==> src/rtl/oscr_pkg.sv <==
package oscr_pkg;
	localparam logic [15:0] ADDR_OUT_FUNC = 16'h1415;
	localparam logic [15:0] ADDR_ALM_FUNC = 16'h141a;
	localparam logic [15:0] ADDR_MON_SRC = 16'h141b;
	localparam logic [15:0] ADDR_RSVD_A = 16'h141c;
	localparam logic [15:0] ADDR_RSVD_B = 16'h141d;
	localparam logic [15:0] ADDR_CUR_REF = 16'h141e;
	localparam logic [15:0] ADDR_OUT_POL = 16'h141f;
	localparam logic [15:0] ADDR_ALM_POL = 16'h1424;
	localparam logic [15:0] ADDR_RSVD_C = 16'h1425;
	localparam logic [15:0] ADDR_LCD_MODE = 16'h1426;
	localparam logic [15:0] ADDR_LCD_THR = 16'h1427;
	localparam logic [15:0] ADDR_OVL_MODE = 16'h1428;
	localparam logic [15:0] ADDR_OVL_THR = 16'h1429;
	// reset values
	localparam logic [15:0] RST_OUT_FUNC = 16'h0000;
	localparam logic [15:0] RST_ALM_FUNC = 16'h0005;
	localparam logic [15:0] RST_MON_SRC = 16'h0000;
	localparam logic [15:0] RST_CUR_REF = 16'h2710;
	localparam logic [15:0] RST_POL = 16'h0000;
	localparam logic [15:0] RST_MODE = 16'h0000;
	localparam logic [15:0] RST_THR = 16'h0000;
	// value limits
	localparam logic [15:0] CUR_REF_MIN = 16'h07d0;
	localparam logic [15:0] THR_MAX = 16'h4e20;
	localparam logic [15:0] CODE_NONE = 16'h00ff;
	// status vector bit positions
	localparam int ST_RUN = 0;
	localparam int ST_SPD_ON = 1;
	localparam int ST_FRQ_OVR = 2;
	localparam int ST_OLN = 3;
	localparam int ST_PID = 4;
	localparam int ST_ALM = 5;
	localparam int ST_FRQ_SET = 6;
	localparam int ST_LOW_V = 7;
	localparam int ST_RUN_TM = 8;
	localparam int ST_PWR_TM = 9;
	localparam int ST_THERM = 10;
	localparam int ST_ZHZ = 11;
	localparam int ST_FBK = 12;
	localparam int ST_CLD = 13;
	localparam int ST_LG1 = 14;
	localparam int ST_STC = 15;
	localparam int ST_OHW = 16;
	localparam int ST_LCI = 17;
	localparam int ST_RDY = 18;
	localparam int ST_FWD = 19;
	localparam int ST_REV = 20;
	localparam int ST_MJF = 21;
	localparam int ST_WIN_CMP = 22;
	localparam int ST_C58 = 23;
	localparam int ST_C59 = 24;
	localparam int ST_C60 = 25;
	localparam int ST_W = 26;
	// monitor sources
	localparam int MON_W = 9;
	localparam logic [15:0] MON_FREQ = 16'h0000;
	localparam logic [15:0] MON_CUR = 16'h0001;
	localparam logic [15:0] MON_DFREQ = 16'h0003;
	localparam logic [15:0] MON_VOLT = 16'h0004;
	localparam logic [15:0] MON_PWR = 16'h0005;
	localparam logic [15:0] MON_THERM = 16'h0006;
	localparam logic [15:0] MON_RAMP = 16'h0007;
	localparam logic [15:0] MON_DCUR = 16'h0008;
	localparam logic [15:0] MON_HS = 16'h000a;
endpackage

==> src/rtl/oscr_func_mux.sv <==
module oscr_func_mux (
	input wire logic [15:0] code_in,
	input wire logic [oscr_pkg::ST_W-1:0] status_in,
	output logic sel_out,
	output logic valid_out
);
	always_comb begin
		sel_out = 1'b0;
		valid_out = 1'b1;
		unique case (code_in)
			16'h0000: sel_out = status_in[oscr_pkg::ST_RUN];
			16'h0001: sel_out = status_in[oscr_pkg::ST_SPD_ON];
			16'h0002: sel_out = status_in[oscr_pkg::ST_FRQ_OVR];
			16'h0003: sel_out = status_in[oscr_pkg::ST_OLN];
			16'h0004: sel_out = status_in[oscr_pkg::ST_PID];
			16'h0005: sel_out = status_in[oscr_pkg::ST_ALM];
			16'h0006: sel_out = status_in[oscr_pkg::ST_FRQ_SET];
			16'h0009: sel_out = status_in[oscr_pkg::ST_LOW_V];
			16'h000b: sel_out = status_in[oscr_pkg::ST_RUN_TM];
			16'h000c: sel_out = status_in[oscr_pkg::ST_PWR_TM];
			16'h000d: sel_out = status_in[oscr_pkg::ST_THERM];
			16'h0015: sel_out = status_in[oscr_pkg::ST_ZHZ];
			16'h001f: sel_out = status_in[oscr_pkg::ST_FBK];
			16'h0020: sel_out = status_in[oscr_pkg::ST_CLD];
			16'h0021: sel_out = status_in[oscr_pkg::ST_LG1];
			16'h0029: sel_out = status_in[oscr_pkg::ST_STC];
			16'h002a: sel_out = status_in[oscr_pkg::ST_OHW];
			16'h002b: sel_out = status_in[oscr_pkg::ST_LCI];
			16'h0032: sel_out = status_in[oscr_pkg::ST_RDY];
			16'h0033: sel_out = status_in[oscr_pkg::ST_FWD];
			16'h0034: sel_out = status_in[oscr_pkg::ST_REV];
			16'h0035: sel_out = status_in[oscr_pkg::ST_MJF];
			16'h0036: sel_out = status_in[oscr_pkg::ST_WIN_CMP];
			16'h003a: sel_out = status_in[oscr_pkg::ST_C58];
			16'h003b: sel_out = status_in[oscr_pkg::ST_C59];
			16'h003c: sel_out = status_in[oscr_pkg::ST_C60];
			oscr_pkg::CODE_NONE: sel_out = 1'b0;
			default: valid_out = 1'b0;
		endcase
	end
endmodule // oscr_func_mux

==> src/rtl/oscr_regs.sv <==
// Contract
// - output terminal selects one status by code
// - codes 21, 31, 32, 33 supported
// - codes 41-43, 50-54 supported
// - codes 58-60 accepted, 255 unassigned
// - alarm relay uses same code set
// - monitor source selector picks analog value
// - current reference accepts 2000 to 20000
// - output polarity 0 open, 1 closed
// - relay polarity 0 open, 1 closed
// - low current mode 0 always, 1 constant
// - low current threshold accepts 0 to 20000
// - overload mode 0 or 1, threshold 0 to 20000
module oscr_regs (
	input wire logic clk_in,
	input wire logic rst_in,
	input wire logic wr_en_in,
	input wire logic rd_en_in,
	input wire logic [15:0] addr_in,
	input wire logic [15:0] wdata_in,
	output logic [15:0] rdata_out,
	output logic rd_valid_out,
	output logic wr_ack_out,
	output logic wr_err_out,
	input wire logic [oscr_pkg::ST_W-1:0] status_in,
	input wire logic const_speed_in,
	input wire logic low_current_raw_in,
	input wire logic overload_raw_in,
	input wire logic [oscr_pkg::MON_W*16-1:0] monitor_sources_in,
	output logic terminal_out,
	output logic relay_out,
	output logic [15:0] monitor_terminal_out,
	output logic low_current_indication_out,
	output logic overload_advance_notice_out,
	output logic [15:0] current_ref_out,
	output logic [15:0] low_current_threshold_out,
	output logic [15:0] overload_threshold_out
);
	logic [15:0] out_func_reg;
	logic [15:0] alm_func_reg;
	logic [15:0] mon_src_reg;
	logic [15:0] cur_ref_reg;
	logic [15:0] out_pol_reg;
	logic [15:0] alm_pol_reg;
	logic [15:0] lcd_mode_reg;
	logic [15:0] lcd_thr_reg;
	logic [15:0] ovl_mode_reg;
	logic [15:0] ovl_thr_reg;
	logic out_sel;
	logic out_ok;
	logic alm_sel;
	logic alm_ok;
	logic wr_ok;
	logic wr_hit;
	logic wr_take;
	logic we_out_func;
	logic we_alm_func;
	logic we_mon_src;
	logic we_cur_ref;
	logic we_out_pol;
	logic we_alm_pol;
	logic we_lcd_mode;
	logic we_lcd_thr;
	logic we_ovl_mode;
	logic we_ovl_thr;
	logic [15:0] rd_next;
	logic [15:0] mon_next;
	logic [15:0] mon_word [oscr_pkg::MON_W];

	genvar gi;
	generate
		for (gi = 0; gi < oscr_pkg::MON_W; gi++) begin : g_mon
			assign mon_word[gi] = monitor_sources_in[gi*16 +: 16];
		end
	endgenerate

	oscr_func_mux u_out_mux (
		.code_in(wdata_in),
		.status_in(status_in),
		.sel_out(),
		.valid_out(out_ok)
	);

	oscr_func_mux u_out_sel (
		.code_in(out_func_reg),
		.status_in(status_in),
		.sel_out(out_sel),
		.valid_out()
	);

	oscr_func_mux u_alm_sel (
		.code_in(alm_func_reg),
		.status_in(status_in),
		.sel_out(alm_sel),
		.valid_out(alm_ok)
	);

	// write value check per address
	always_comb begin
		wr_hit = 1'b1;
		wr_ok = 1'b0;
		unique case (addr_in)
			oscr_pkg::ADDR_OUT_FUNC: wr_ok = out_ok;
			oscr_pkg::ADDR_ALM_FUNC: wr_ok = out_ok;
			oscr_pkg::ADDR_MON_SRC: wr_ok = (wdata_in <= oscr_pkg::MON_HS) &&
				(wdata_in != 16'h0002) && (wdata_in != 16'h0009);
			oscr_pkg::ADDR_CUR_REF: wr_ok = (wdata_in >= oscr_pkg::CUR_REF_MIN) &&
				(wdata_in <= oscr_pkg::THR_MAX);
			oscr_pkg::ADDR_OUT_POL: wr_ok = (wdata_in <= 16'h0001);
			oscr_pkg::ADDR_ALM_POL: wr_ok = (wdata_in <= 16'h0001);
			oscr_pkg::ADDR_LCD_MODE: wr_ok = (wdata_in <= 16'h0001);
			oscr_pkg::ADDR_LCD_THR: wr_ok = (wdata_in <= oscr_pkg::THR_MAX);
			oscr_pkg::ADDR_OVL_MODE: wr_ok = (wdata_in <= 16'h0001);
			oscr_pkg::ADDR_OVL_THR: wr_ok = (wdata_in <= oscr_pkg::THR_MAX);
			default: wr_hit = 1'b0;
		endcase
	end

	assign wr_take = wr_en_in && wr_hit && wr_ok;

	// one write strobe per stored register
	always_comb begin
		we_out_func = 1'b0;
		we_alm_func = 1'b0;
		we_mon_src = 1'b0;
		we_cur_ref = 1'b0;
		we_out_pol = 1'b0;
		we_alm_pol = 1'b0;
		we_lcd_mode = 1'b0;
		we_lcd_thr = 1'b0;
		we_ovl_mode = 1'b0;
		we_ovl_thr = 1'b0;
		if (wr_take) begin
			unique case (addr_in)
				oscr_pkg::ADDR_OUT_FUNC: we_out_func = 1'b1;
				oscr_pkg::ADDR_ALM_FUNC: we_alm_func = 1'b1;
				oscr_pkg::ADDR_MON_SRC: we_mon_src = 1'b1;
				oscr_pkg::ADDR_CUR_REF: we_cur_ref = 1'b1;
				oscr_pkg::ADDR_OUT_POL: we_out_pol = 1'b1;
				oscr_pkg::ADDR_ALM_POL: we_alm_pol = 1'b1;
				oscr_pkg::ADDR_LCD_MODE: we_lcd_mode = 1'b1;
				oscr_pkg::ADDR_LCD_THR: we_lcd_thr = 1'b1;
				oscr_pkg::ADDR_OVL_MODE: we_ovl_mode = 1'b1;
				oscr_pkg::ADDR_OVL_THR: we_ovl_thr = 1'b1;
				default: ;
			endcase
		end
	end

	always_ff @(posedge clk_in or posedge rst_in) begin
		if (rst_in) begin
			out_func_reg <= oscr_pkg::RST_OUT_FUNC;
		end else if (we_out_func) begin
			out_func_reg <= wdata_in;
		end
	end

	always_ff @(posedge clk_in or posedge rst_in) begin
		if (rst_in) begin
			alm_func_reg <= oscr_pkg::RST_ALM_FUNC;
		end else if (we_alm_func) begin
			alm_func_reg <= wdata_in;
		end
	end

	always_ff @(posedge clk_in or posedge rst_in) begin
		if (rst_in) begin
			mon_src_reg <= oscr_pkg::RST_MON_SRC;
		end else if (we_mon_src) begin
			mon_src_reg <= wdata_in;
		end
	end

	always_ff @(posedge clk_in or posedge rst_in) begin
		if (rst_in) begin
			cur_ref_reg <= oscr_pkg::RST_CUR_REF;
		end else if (we_cur_ref) begin
			cur_ref_reg <= wdata_in;
		end
	end

	always_ff @(posedge clk_in or posedge rst_in) begin
		if (rst_in) begin
			out_pol_reg <= oscr_pkg::RST_POL;
		end else if (we_out_pol) begin
			out_pol_reg <= wdata_in;
		end
	end

	always_ff @(posedge clk_in or posedge rst_in) begin
		if (rst_in) begin
			alm_pol_reg <= oscr_pkg::RST_POL;
		end else if (we_alm_pol) begin
			alm_pol_reg <= wdata_in;
		end
	end

	always_ff @(posedge clk_in or posedge rst_in) begin
		if (rst_in) begin
			lcd_mode_reg <= oscr_pkg::RST_MODE;
		end else if (we_lcd_mode) begin
			lcd_mode_reg <= wdata_in;
		end
	end

	always_ff @(posedge clk_in or posedge rst_in) begin
		if (rst_in) begin
			lcd_thr_reg <= oscr_pkg::RST_THR;
		end else if (we_lcd_thr) begin
			lcd_thr_reg <= wdata_in;
		end
	end

	always_ff @(posedge clk_in or posedge rst_in) begin
		if (rst_in) begin
			ovl_mode_reg <= oscr_pkg::RST_MODE;
		end else if (we_ovl_mode) begin
			ovl_mode_reg <= wdata_in;
		end
	end

	always_ff @(posedge clk_in or posedge rst_in) begin
		if (rst_in) begin
			ovl_thr_reg <= oscr_pkg::RST_THR;
		end else if (we_ovl_thr) begin
			ovl_thr_reg <= wdata_in;
		end
	end

	// write answer one cycle after the request
	always_ff @(posedge clk_in or posedge rst_in) begin
		if (rst_in) begin
			wr_ack_out <= 1'b0;
		end else begin
			wr_ack_out <= wr_take;
		end
	end

	always_ff @(posedge clk_in or posedge rst_in) begin
		if (rst_in) begin
			wr_err_out <= 1'b0;
		end else begin
			wr_err_out <= wr_en_in && !wr_take;
		end
	end

	always_comb begin
		unique case (addr_in)
			oscr_pkg::ADDR_OUT_FUNC: rd_next = out_func_reg;
			oscr_pkg::ADDR_ALM_FUNC: rd_next = alm_func_reg;
			oscr_pkg::ADDR_MON_SRC: rd_next = mon_src_reg;
			oscr_pkg::ADDR_CUR_REF: rd_next = cur_ref_reg;
			oscr_pkg::ADDR_OUT_POL: rd_next = out_pol_reg;
			oscr_pkg::ADDR_ALM_POL: rd_next = alm_pol_reg;
			oscr_pkg::ADDR_LCD_MODE: rd_next = lcd_mode_reg;
			oscr_pkg::ADDR_LCD_THR: rd_next = lcd_thr_reg;
			oscr_pkg::ADDR_OVL_MODE: rd_next = ovl_mode_reg;
			oscr_pkg::ADDR_OVL_THR: rd_next = ovl_thr_reg;
			default: rd_next = 16'h0000;
		endcase
	end

	always_ff @(posedge clk_in or posedge rst_in) begin
		if (rst_in) begin
			rd_valid_out <= 1'b0;
		end else begin
			rd_valid_out <= rd_en_in;
		end
	end

	always_ff @(posedge clk_in or posedge rst_in) begin
		if (rst_in) begin
			rdata_out <= 16'h0000;
		end else if (rd_en_in) begin
			rdata_out <= rd_next;
		end
	end

	always_comb begin
		unique case (mon_src_reg)
			oscr_pkg::MON_FREQ: mon_next = mon_word[0];
			oscr_pkg::MON_CUR: mon_next = mon_word[1];
			oscr_pkg::MON_DFREQ: mon_next = mon_word[2];
			oscr_pkg::MON_VOLT: mon_next = mon_word[3];
			oscr_pkg::MON_PWR: mon_next = mon_word[4];
			oscr_pkg::MON_THERM: mon_next = mon_word[5];
			oscr_pkg::MON_RAMP: mon_next = mon_word[6];
			oscr_pkg::MON_DCUR: mon_next = mon_word[7];
			oscr_pkg::MON_HS: mon_next = mon_word[8];
			default: mon_next = 16'h0000;
		endcase
	end

	// registered drive of the physical outputs
	always_ff @(posedge clk_in or posedge rst_in) begin
		if (rst_in) begin
			terminal_out <= 1'b0;
		end else begin
			terminal_out <= out_sel ^ out_pol_reg[0];
		end
	end

	always_ff @(posedge clk_in or posedge rst_in) begin
		if (rst_in) begin
			relay_out <= 1'b0;
		end else begin
			relay_out <= (alm_sel & alm_ok) ^ alm_pol_reg[0];
		end
	end

	always_ff @(posedge clk_in or posedge rst_in) begin
		if (rst_in) begin
			monitor_terminal_out <= 16'h0000;
		end else begin
			monitor_terminal_out <= mon_next;
		end
	end

	always_ff @(posedge clk_in or posedge rst_in) begin
		if (rst_in) begin
			low_current_indication_out <= 1'b0;
		end else begin
			low_current_indication_out <= low_current_raw_in &
				(!lcd_mode_reg[0] || const_speed_in);
		end
	end

	always_ff @(posedge clk_in or posedge rst_in) begin
		if (rst_in) begin
			overload_advance_notice_out <= 1'b0;
		end else begin
			overload_advance_notice_out <= overload_raw_in &
				(!ovl_mode_reg[0] || const_speed_in);
		end
	end

	assign current_ref_out = cur_ref_reg;
	assign low_current_threshold_out = lcd_thr_reg;
	assign overload_threshold_out = ovl_thr_reg;
endmodule // oscr_regs

==> config.mk <==
export PLATFORM = sky130hd
export DESIGN_NAME = oscr_regs
export DESIGN_NICKNAME = d
export VERILOG_FILES = /design/src/rtl/oscr_pkg.sv /design/src/rtl/oscr_func_mux.sv /design/src/rtl/oscr_regs.sv
export SDC_FILE = /design/constraint.sdc
export NUM_CORES = 1
export LEC_CHECK = 0
export BUFFER_PORTS_ARGS = -buffer_cell sky130_fd_sc_hd__clkbuf_2
export CAP_MARGIN = 20
export CORE_ASPECT_RATIO = 0.5
export CORE_MARGIN = 5
export CORE_UTILIZATION = 35
export DETAILED_ROUTE_END_ITERATION = 6
export GPL_TIMING_DRIVEN = 0
export HOLD_SLACK_MARGIN = 0.1
export PLACE_DENSITY_LB_ADDON = 0.25
export SYNTH_ARGS = -nofsm -noshare
export SYNTH_HDL_FRONTEND = slang
export SYNTH_HIERARCHICAL = 1
export SYNTH_SLANG_ARGS = --single-unit
==> constraint.sdc <==
create_clock -name clk_in -period 6.3 [get_ports clk_in]
set_clock_uncertainty 0.2 [all_clocks]
set_input_delay 0 -clock clk_in [delete_from_list [all_inputs] [get_ports clk_in]]
set_output_delay 0 -clock clk_in [all_outputs]
set_load 0.01 [all_outputs]
==> qor.tcl, run 1 <==
set qor(outcome) {finished, violations left}
set qor(failing_checks) {DRC}
set qor(final_cells) 1766
set qor(design_area_mm2) 0.01402
set qor(grt.total_usage_pct) 23.10
set qor(seqPwrFrac_pct) 49.2
set qor(worst_ep_arrival_time_ps) 4280
set qor(dp.cells) 1640
set qor(slew_viols_final) 0
set qor(remaining_drc_errors) 1
set qor(grt_pass1_wl_mm) 60.29
set qor(htree_num_levels) 4
set qor(tritoncts.num_buffers) 17
set qor(worst-path-max-fanout) 9
set qor(hold_start) {monitor_sources_in[106]}
set qor(finalNetCount) 1568
set qor(cts.sinks) 199
set qor(crit_required_ps) 6430
set qor(synth_cells) 953
set qor(slew_headroom_pct) 31.41
set qor(transition_at_the_pin_with_the_smallest_max_transition_slack_ps) 1020
set qor(maxClockFrequency_mhz) 240.7
set qor(synth-warning-count) 6
set qor(die_h_um) 132.5
set qor(postRouteWirelength_mm) 40.35
set qor(dieWidth_um) 255.0
set qor(hold-path-endpoint) {monitor_terminal_out[10]}
set qor(core_region_area_mm2) 0.02929
set qor(post_synth_instance_area_mm2) 0.01050
set qor(hpwl_mm) 29.66
set qor(final.period_utilization_pct) 65.95
set qor(p_per_area_mw_per_mm2) 186.5
set qor(r2r_slack_ps) 2310
set qor(hold_path_depth) 4
set qor(antenna_found_initial) 2
set qor(drt_first_iter_violations) 1434
set qor(crit_path_start_kind) {input pin}
set qor(r2r_end) {monitor_terminal_out[4]}
set qor(die_area_mm2) 0.03379
set qor(netSwitchingPower_mw) 0.6762
set qor(worst-setup-path-type) {input pin to flop}
set qor(dpl_cell_area_mm2) 0.01251
set qor(clk_pin_slew_worst_paths_ps) 70
set qor(syn-mean-instance-area_um2) 11.02
set qor(routabilityCongestion) 0.9380
set qor(cts_resized) 0
set qor(unrepaired_setup_endpoints_after_global_routing) {false}
set qor(worst_setup_path_end_kind) {flop}
set qor(mappedNetlistNets) 1162
set qor(cellInternalPower_mw) 1.937
set qor(grt_pass1_vias) 10097
set qor(clockRootBuffer) {sky130_fd_sc_hd__clkbuf_16}
set qor(reg2reg_from) {mon_src_reg[11]}
set qor(drt_first_pass_iters) 7
set qor(areaGrowthSynthToFinish_pct) 33.45
set qor(min_path_type) {input pin to flop}
set qor(final.fill_count) 2683
set qor(r2r.worst_path.cells) 9
set qor(finalHoldViolations) 0
set qor(number_of_setup_violations_in_the_final_report) 0
set qor(post_drt_wl_per_cell_um) 22.85
set qor(post-route-min-period_ps) 4155
set qor(maxCapViolCount) 0
set qor(dr_total_vias) 10006
set qor(clock_latency_at_the_later_pin_of_the_worst_skew_pair_ps) 450
set qor(port_buffers) 293
set qor(route.detailed.vias_per_inst) 5.666
set qor(postRouteAntennaNets) 0
set qor(cts-root-to-sink-buffers) 2
set qor(vdd_drop_max_uv) 142.9
set qor(cellLeakagePower_nw) 6.570
set qor(largest_net_degree_at_the_start_of_global_routing) 134
set qor(drive_gt1_share_pct) 32.00
set qor(startpoint) {addr_in[4]}
set qor(p_clk_share_pct) 41.5
set qor(cts_tree) {done}
set qor(floorplan.rows) 44
set qor(io_pins) 296
set qor(comb_power_share_pct) 9.3
set qor(power_switching_share_pct) 25.87
set qor(effective_utilization_at_floorplan_pct) 35.86
set qor(overflow) 0
## how the worst max path moves through the flow
stage	end	slack [ps]
after floorplan	alm_func_reg[10]	690
after global placement	low_current_threshold_out[15]	-1650
after detailed placement	current_ref_out[7]	2610
after CTS	out_func_reg[15]	2220
after global routing	lcd_mode_reg[0]	2060
final	out_func_reg[15]	2150
## power by group through the flow
stage	registers (mW)	logic (mW)	clock network, mW
finish	1.29	0.242	1.09
global route	1.29	0.260	1.16
CTS	1.29	0.240	1.11
detailed placement	1.31	0.200	0
global placement	1.31	0.194	0
floorplan	1.31	0.0669	0
## cell usage in the layout (no fill, tap or decap), types with 28 or more instances in the layout
| cell type | count |
|---|---|
| sky130_fd_sc_hd__a221oi_1 | 28 |
| sky130_fd_sc_hd__a222oi_1 | 32 |
| sky130_fd_sc_hd__a22o_1 | 44 |
| sky130_fd_sc_hd__clkbuf_1 | 51 |
| sky130_fd_sc_hd__clkbuf_2 | 293 |
| sky130_fd_sc_hd__dfrtp_1 | 192 |
| sky130_fd_sc_hd__dlygate4sd3_1 | 91 |
| sky130_fd_sc_hd__mux2_1 | 51 |
| sky130_fd_sc_hd__mux2_2 | 52 |
| sky130_fd_sc_hd__nand2_1 | 40 |
| sky130_fd_sc_hd__nand3_1 | 31 |
| sky130_fd_sc_hd__nor2b_1 | 68 |
## final cells by class
| type | count | area [um^2] | share of cell area (%) |
|---|---|---|---|
| clock inverter | 13 | 132.6 | 0.9462 |
| timing repair buffer | 387 | 2417 | 17.25 |
| antenna | 3 | 7.507 | 0.05356 |
| tap | 391 | 489.2 | 3.490 |
| buffer | 80 | 349.1 | 2.490 |
| multi-input combinational | 649 | 5079 | 36.23 |
| clock buffer | 19 | 452.9 | 3.231 |
| sequential | 199 | 4989 | 35.59 |
| inverter | 25 | 101.3 | 0.7230 |
## per-layer routing
layer	global-route usage [%]	wire, um	vias up
met5	0	0	-
met4	8.654	1230	0
met3	5.452	2673	68
met2	36.21	18860	426
met1	31.30	17590	5014
li1	-	-	4498
## timing repair
item / 4_1_cts / 5_1_grt
buffers inserted: 0 / 0
hold buffers: 91 / 0
hold endpoints to repair: 319 / 0
## critical path, cell delays in order
cell	delay, ps
sky130_fd_sc_hd__dlygate4sd3_1	530
sky130_fd_sc_hd__clkbuf_2	130
sky130_fd_sc_hd__or4b_4	570
sky130_fd_sc_hd__dlygate4sd3_1	600
sky130_fd_sc_hd__nor3_2	340
sky130_fd_sc_hd__a32o_1	270
sky130_fd_sc_hd__o21ai_2	230
sky130_fd_sc_hd__a211oi_2	650
sky130_fd_sc_hd__mux2_2	400
sky130_fd_sc_hd__dlygate4sd3_1	550
## through the flow
step                      setup slack, ps  utilization (%)  setup TNS, ps  power [mW]  hold slack [ps]
after floorplan                     685.9                -              0       1.382           -168.6
after global placement              -1654            42.54        -312380       1.505           -75.90
after detailed placement             2610            42.72              0       1.511           -92.41
after CTS                            2223            47.83              0       2.634            108.2
after global routing                 2056            47.83              0       2.710            112.1
final                                2145            47.86              0       2.614            124.8
Note: power is estimated with default switching activity, not from simulation.
==> run 2, diff against run 1 <==
==> constraint.sdc (replaced) <==
create_clock -name clk_in -period 3.46 [get_ports clk_in]
set_clock_uncertainty 0.2 [all_clocks]
set_input_delay 0 -clock clk_in [delete_from_list [all_inputs] [get_ports clk_in]]
set_output_delay 0 -clock clk_in [all_outputs]
set_load 0.01 [all_outputs]
==> qor.tcl, run 2 (same netlist as run 1, synthesis figures left out) <==
set qor(cpLargestDelayFamily) {compound AO/OA/AOI/OAI gates}
set qor(clk_pin_slew_worst_paths_ps) 90
set qor(io_pins) 296
set qor(slew_headroom_pct) 21.46
set qor(dr_total_vias) 10284
set qor(post_drt_wl_per_cell_um) 23.63
set qor(cts_tree) {done}
set qor(path_cells) {dlygate4sd3_1 -> nand4b_1 -> nor4_1 -> a32o_1 -> o21ai_2 -> a2111oi_4 -> buf_6 -> mux2_1}
set qor(routabilityCongestion) 0.9405
set qor(die_h_um) 132.5
set qor(port_buffers) 293
set qor(cts-root-to-sink-buffers) 2
set qor(crit_path_max_incr_delay_ps) 850
set qor(route.detailed.vias_per_inst) 5.729
set qor(areaGrowthSynthToFinish_pct) 37.68
set qor(worst_ep_arrival_time_ps) 3560
set qor(fin_hold_ws_ps) 121.8
set qor(worst-path-max-fanout) 10
set qor(floorplan.rows) 44
set qor(grt_pass1_vias) 10545
set qor(drive_gt1_share_pct) 32.17
set qor(clockRootBuffer) {sky130_fd_sc_hd__clkbuf_16}
set qor(maxClockFrequency_mhz) 293.4
set qor(transition_at_the_pin_with_the_smallest_max_transition_slack_ps) 1169
set qor(final.period_utilization_pct) 98.52
set qor(overflow) 0
set qor(place_worst_setup_slack_ps) -205.3
set qor(worst_setup_path_end_kind) {flop}
set qor(hpwl_mm) 30.87
set qor(tritoncts.num_buffers) 17
set qor(grt.met3_usage_pct) 4.491
set qor(reg2reg_from) {mon_src_reg[11]}
set qor(maxCapViolCount) 0
set qor(post-route-min-period_ps) 3409
set qor(postRouteAntennaNets) 0
set qor(r2r_slack_ps) 160
set qor(finalHoldViolations) 0
set qor(worst-setup-path-type) {input pin to flop}
set qor(cp-endpoint) {current_ref_out[3]}
set qor(r2r_end) {monitor_terminal_out[12]}
set qor(grt_pass1_wl_mm) 63.05
set qor(r2r.worst_path.cells) 7
set qor(comb_power_share_pct) 9.5
set qor(drt_first_pass_iters) 7
set qor(netSwitchingPower_mw) 1.338
set qor(cellInternalPower_mw) 3.612
set qor(effective_utilization_at_floorplan_pct) 35.86
set qor(finalWorstSetupSlack_ps) 51.31
set qor(cellLeakagePower_nw) 6.756
set qor(core_region_area_mm2) 0.02929
set qor(grt_most_used_layer) {met2}
set qor(crit_required_ps) 3610
set qor(drt_first_iter_violations) 1081
set qor(clock_latency_at_the_later_pin_of_the_worst_skew_pair_ps) 460
set qor(most_common_cell_after_layout_fill_and_taps_aside) {sky130_fd_sc_hd__clkbuf_2}
set qor(dieWidth_um) 255.0
set qor(failing_checks) {DRC}
set qor(cp_num_cells) 8
set qor(unrepaired_setup_endpoints_after_global_routing) {true}
set qor(critical_path.n_buffers_inverters) 2
set qor(grt.total_usage_pct) 24.30
set qor(use_met2_pct) 39.07
set qor(seqPwrFrac_pct) 47.3
set qor(min_path_type) {input pin to flop}
set qor(startpoint) {addr_in[3]}
set qor(global_route.usage.met1_pct) 33.13
set qor(die_area_mm2) 0.03379
set qor(outcome) {finished, violations left}
set qor(crit_path_start_kind) {input pin}
set qor(mostFrequentLayoutCells) {302 x sky130_fd_sc_hd__clkbuf_2, 192 x sky130_fd_sc_hd__dfrtp_1, 123 x sky130_fd_sc_hd__dlygate4sd3_1}
set qor(vdd_drop_max_uv) 326.7
set qor(power_switching_share_pct) 27.03
set qor(max_stage_delay_cell_worst_path) {sky130_fd_sc_hd__a2111oi_4}
set qor(p_clk_share_pct) 43.3
set qor(cts.sinks) 199
set qor(number_of_setup_violations_in_the_final_report) 0
set qor(p_per_area_mw_per_mm2) 342.4
set qor(largest_net_degree_at_the_start_of_global_routing) 44
set qor(htree_num_levels) 4
set qor(postRouteWirelength_mm) 42.42
set qor(slew_viols_final) 0
set qor(antenna_found_initial) 3
set qor(finalNetCount) 1598
set qor(remaining_drc_errors) 11
==> run 2: timing repair <==
action / in CTS / in global routing
gates resized for setup: 0 / 21
endpoints found under the hold margin: 218 / 0
endpoints found under the setup margin: 0 / 66
hold buffers: 123 / 0
buffers inserted: 0 / 1
==> run 2: stage by stage <==
| stage | total power, mW | TNS, ps | instances | util [%] | area [um^2] |
|---|---|---|---|---|---|
| final | 4.951 | 0 | 1795 | 49.38 | 14460 |
| after CTS | 4.957 | 0 | 1798 | 49.29 | 14440 |
| after global routing | 5.107 | -22.20 | 1795 | 49.38 | 14460 |
| after floorplan | 2.517 | 0 | 953 | - | 10510 |
| after detailed placement | 2.763 | -3430 | 1643 | 42.93 | 12570 |
| after global placement | 2.743 | -108930 | 1637 | 42.55 | 12460 |
==> run 2: how the worst min path moves through the flow <==
stage	from	end	slack, ps	depth (start not counted)
floorplan	rd_en_in	rd_valid_out	-170	0
global placement	rd_en_in	rd_valid_out	-80	1
detailed placement	rst_in	monitor_terminal_out[4]	-170	2
CTS	addr_in[13]	wr_ack_out	100	5
global route	monitor_sources_in[34]	monitor_terminal_out[2]	150	4
finish	monitor_sources_in[34]	monitor_terminal_out[2]	120	4
==> run 2: worst reg2reg max path, stage by stage (launching register included) <==
cell	delay, ps
sky130_fd_sc_hd__dfrtp_1	410
sky130_fd_sc_hd__nor4_1	400
sky130_fd_sc_hd__and4b_1	380
sky130_fd_sc_hd__and3_1	450
sky130_fd_sc_hd__a222oi_1	170
sky130_fd_sc_hd__dlygate4sd3_1	590
sky130_fd_sc_hd__nand3_1	90
sky130_fd_sc_hd__dlygate4sd3_1	560
==> run 2: power by group through the flow <==
stage / Sequential, mW / Clock (mW) / Combinational (mW)
after floorplan: 2.39 / 0 / 0.122
after global placement: 2.39 / 0 / 0.355
after detailed placement: 2.39 / 0 / 0.376
after CTS: 2.34 / 2.16 / 0.461
after global routing: 2.34 / 2.26 / 0.502
final: 2.34 / 2.14 / 0.469
==> run 2: area by class of cell <==
cell class / instances / area (um^2)
antenna: 2 / 5.005
sequential: 199 / 4989
clock inverter: 14 / 201.4
buffer: 74 / 337.8
clock buffer: 18 / 429.2
tap: 391 / 489.2
fill: 2676 / 14830
timing repair buffer: 423 / 2810
inverter: 25 / 97.59
multi-input combinational: 649 / 5102
==> run 2: layer usage <==
metal | wire length, um | vias to the layer above | share of wire [%]
li1 | - | 4554 | -
met5 | 0 | - | 0
met3 | 2643 | 86 | 6.2
met2 | 20010 | 458 | 47
met1 | 18500 | 5186 | 44
met4 | 1272 | 0 | 3.0
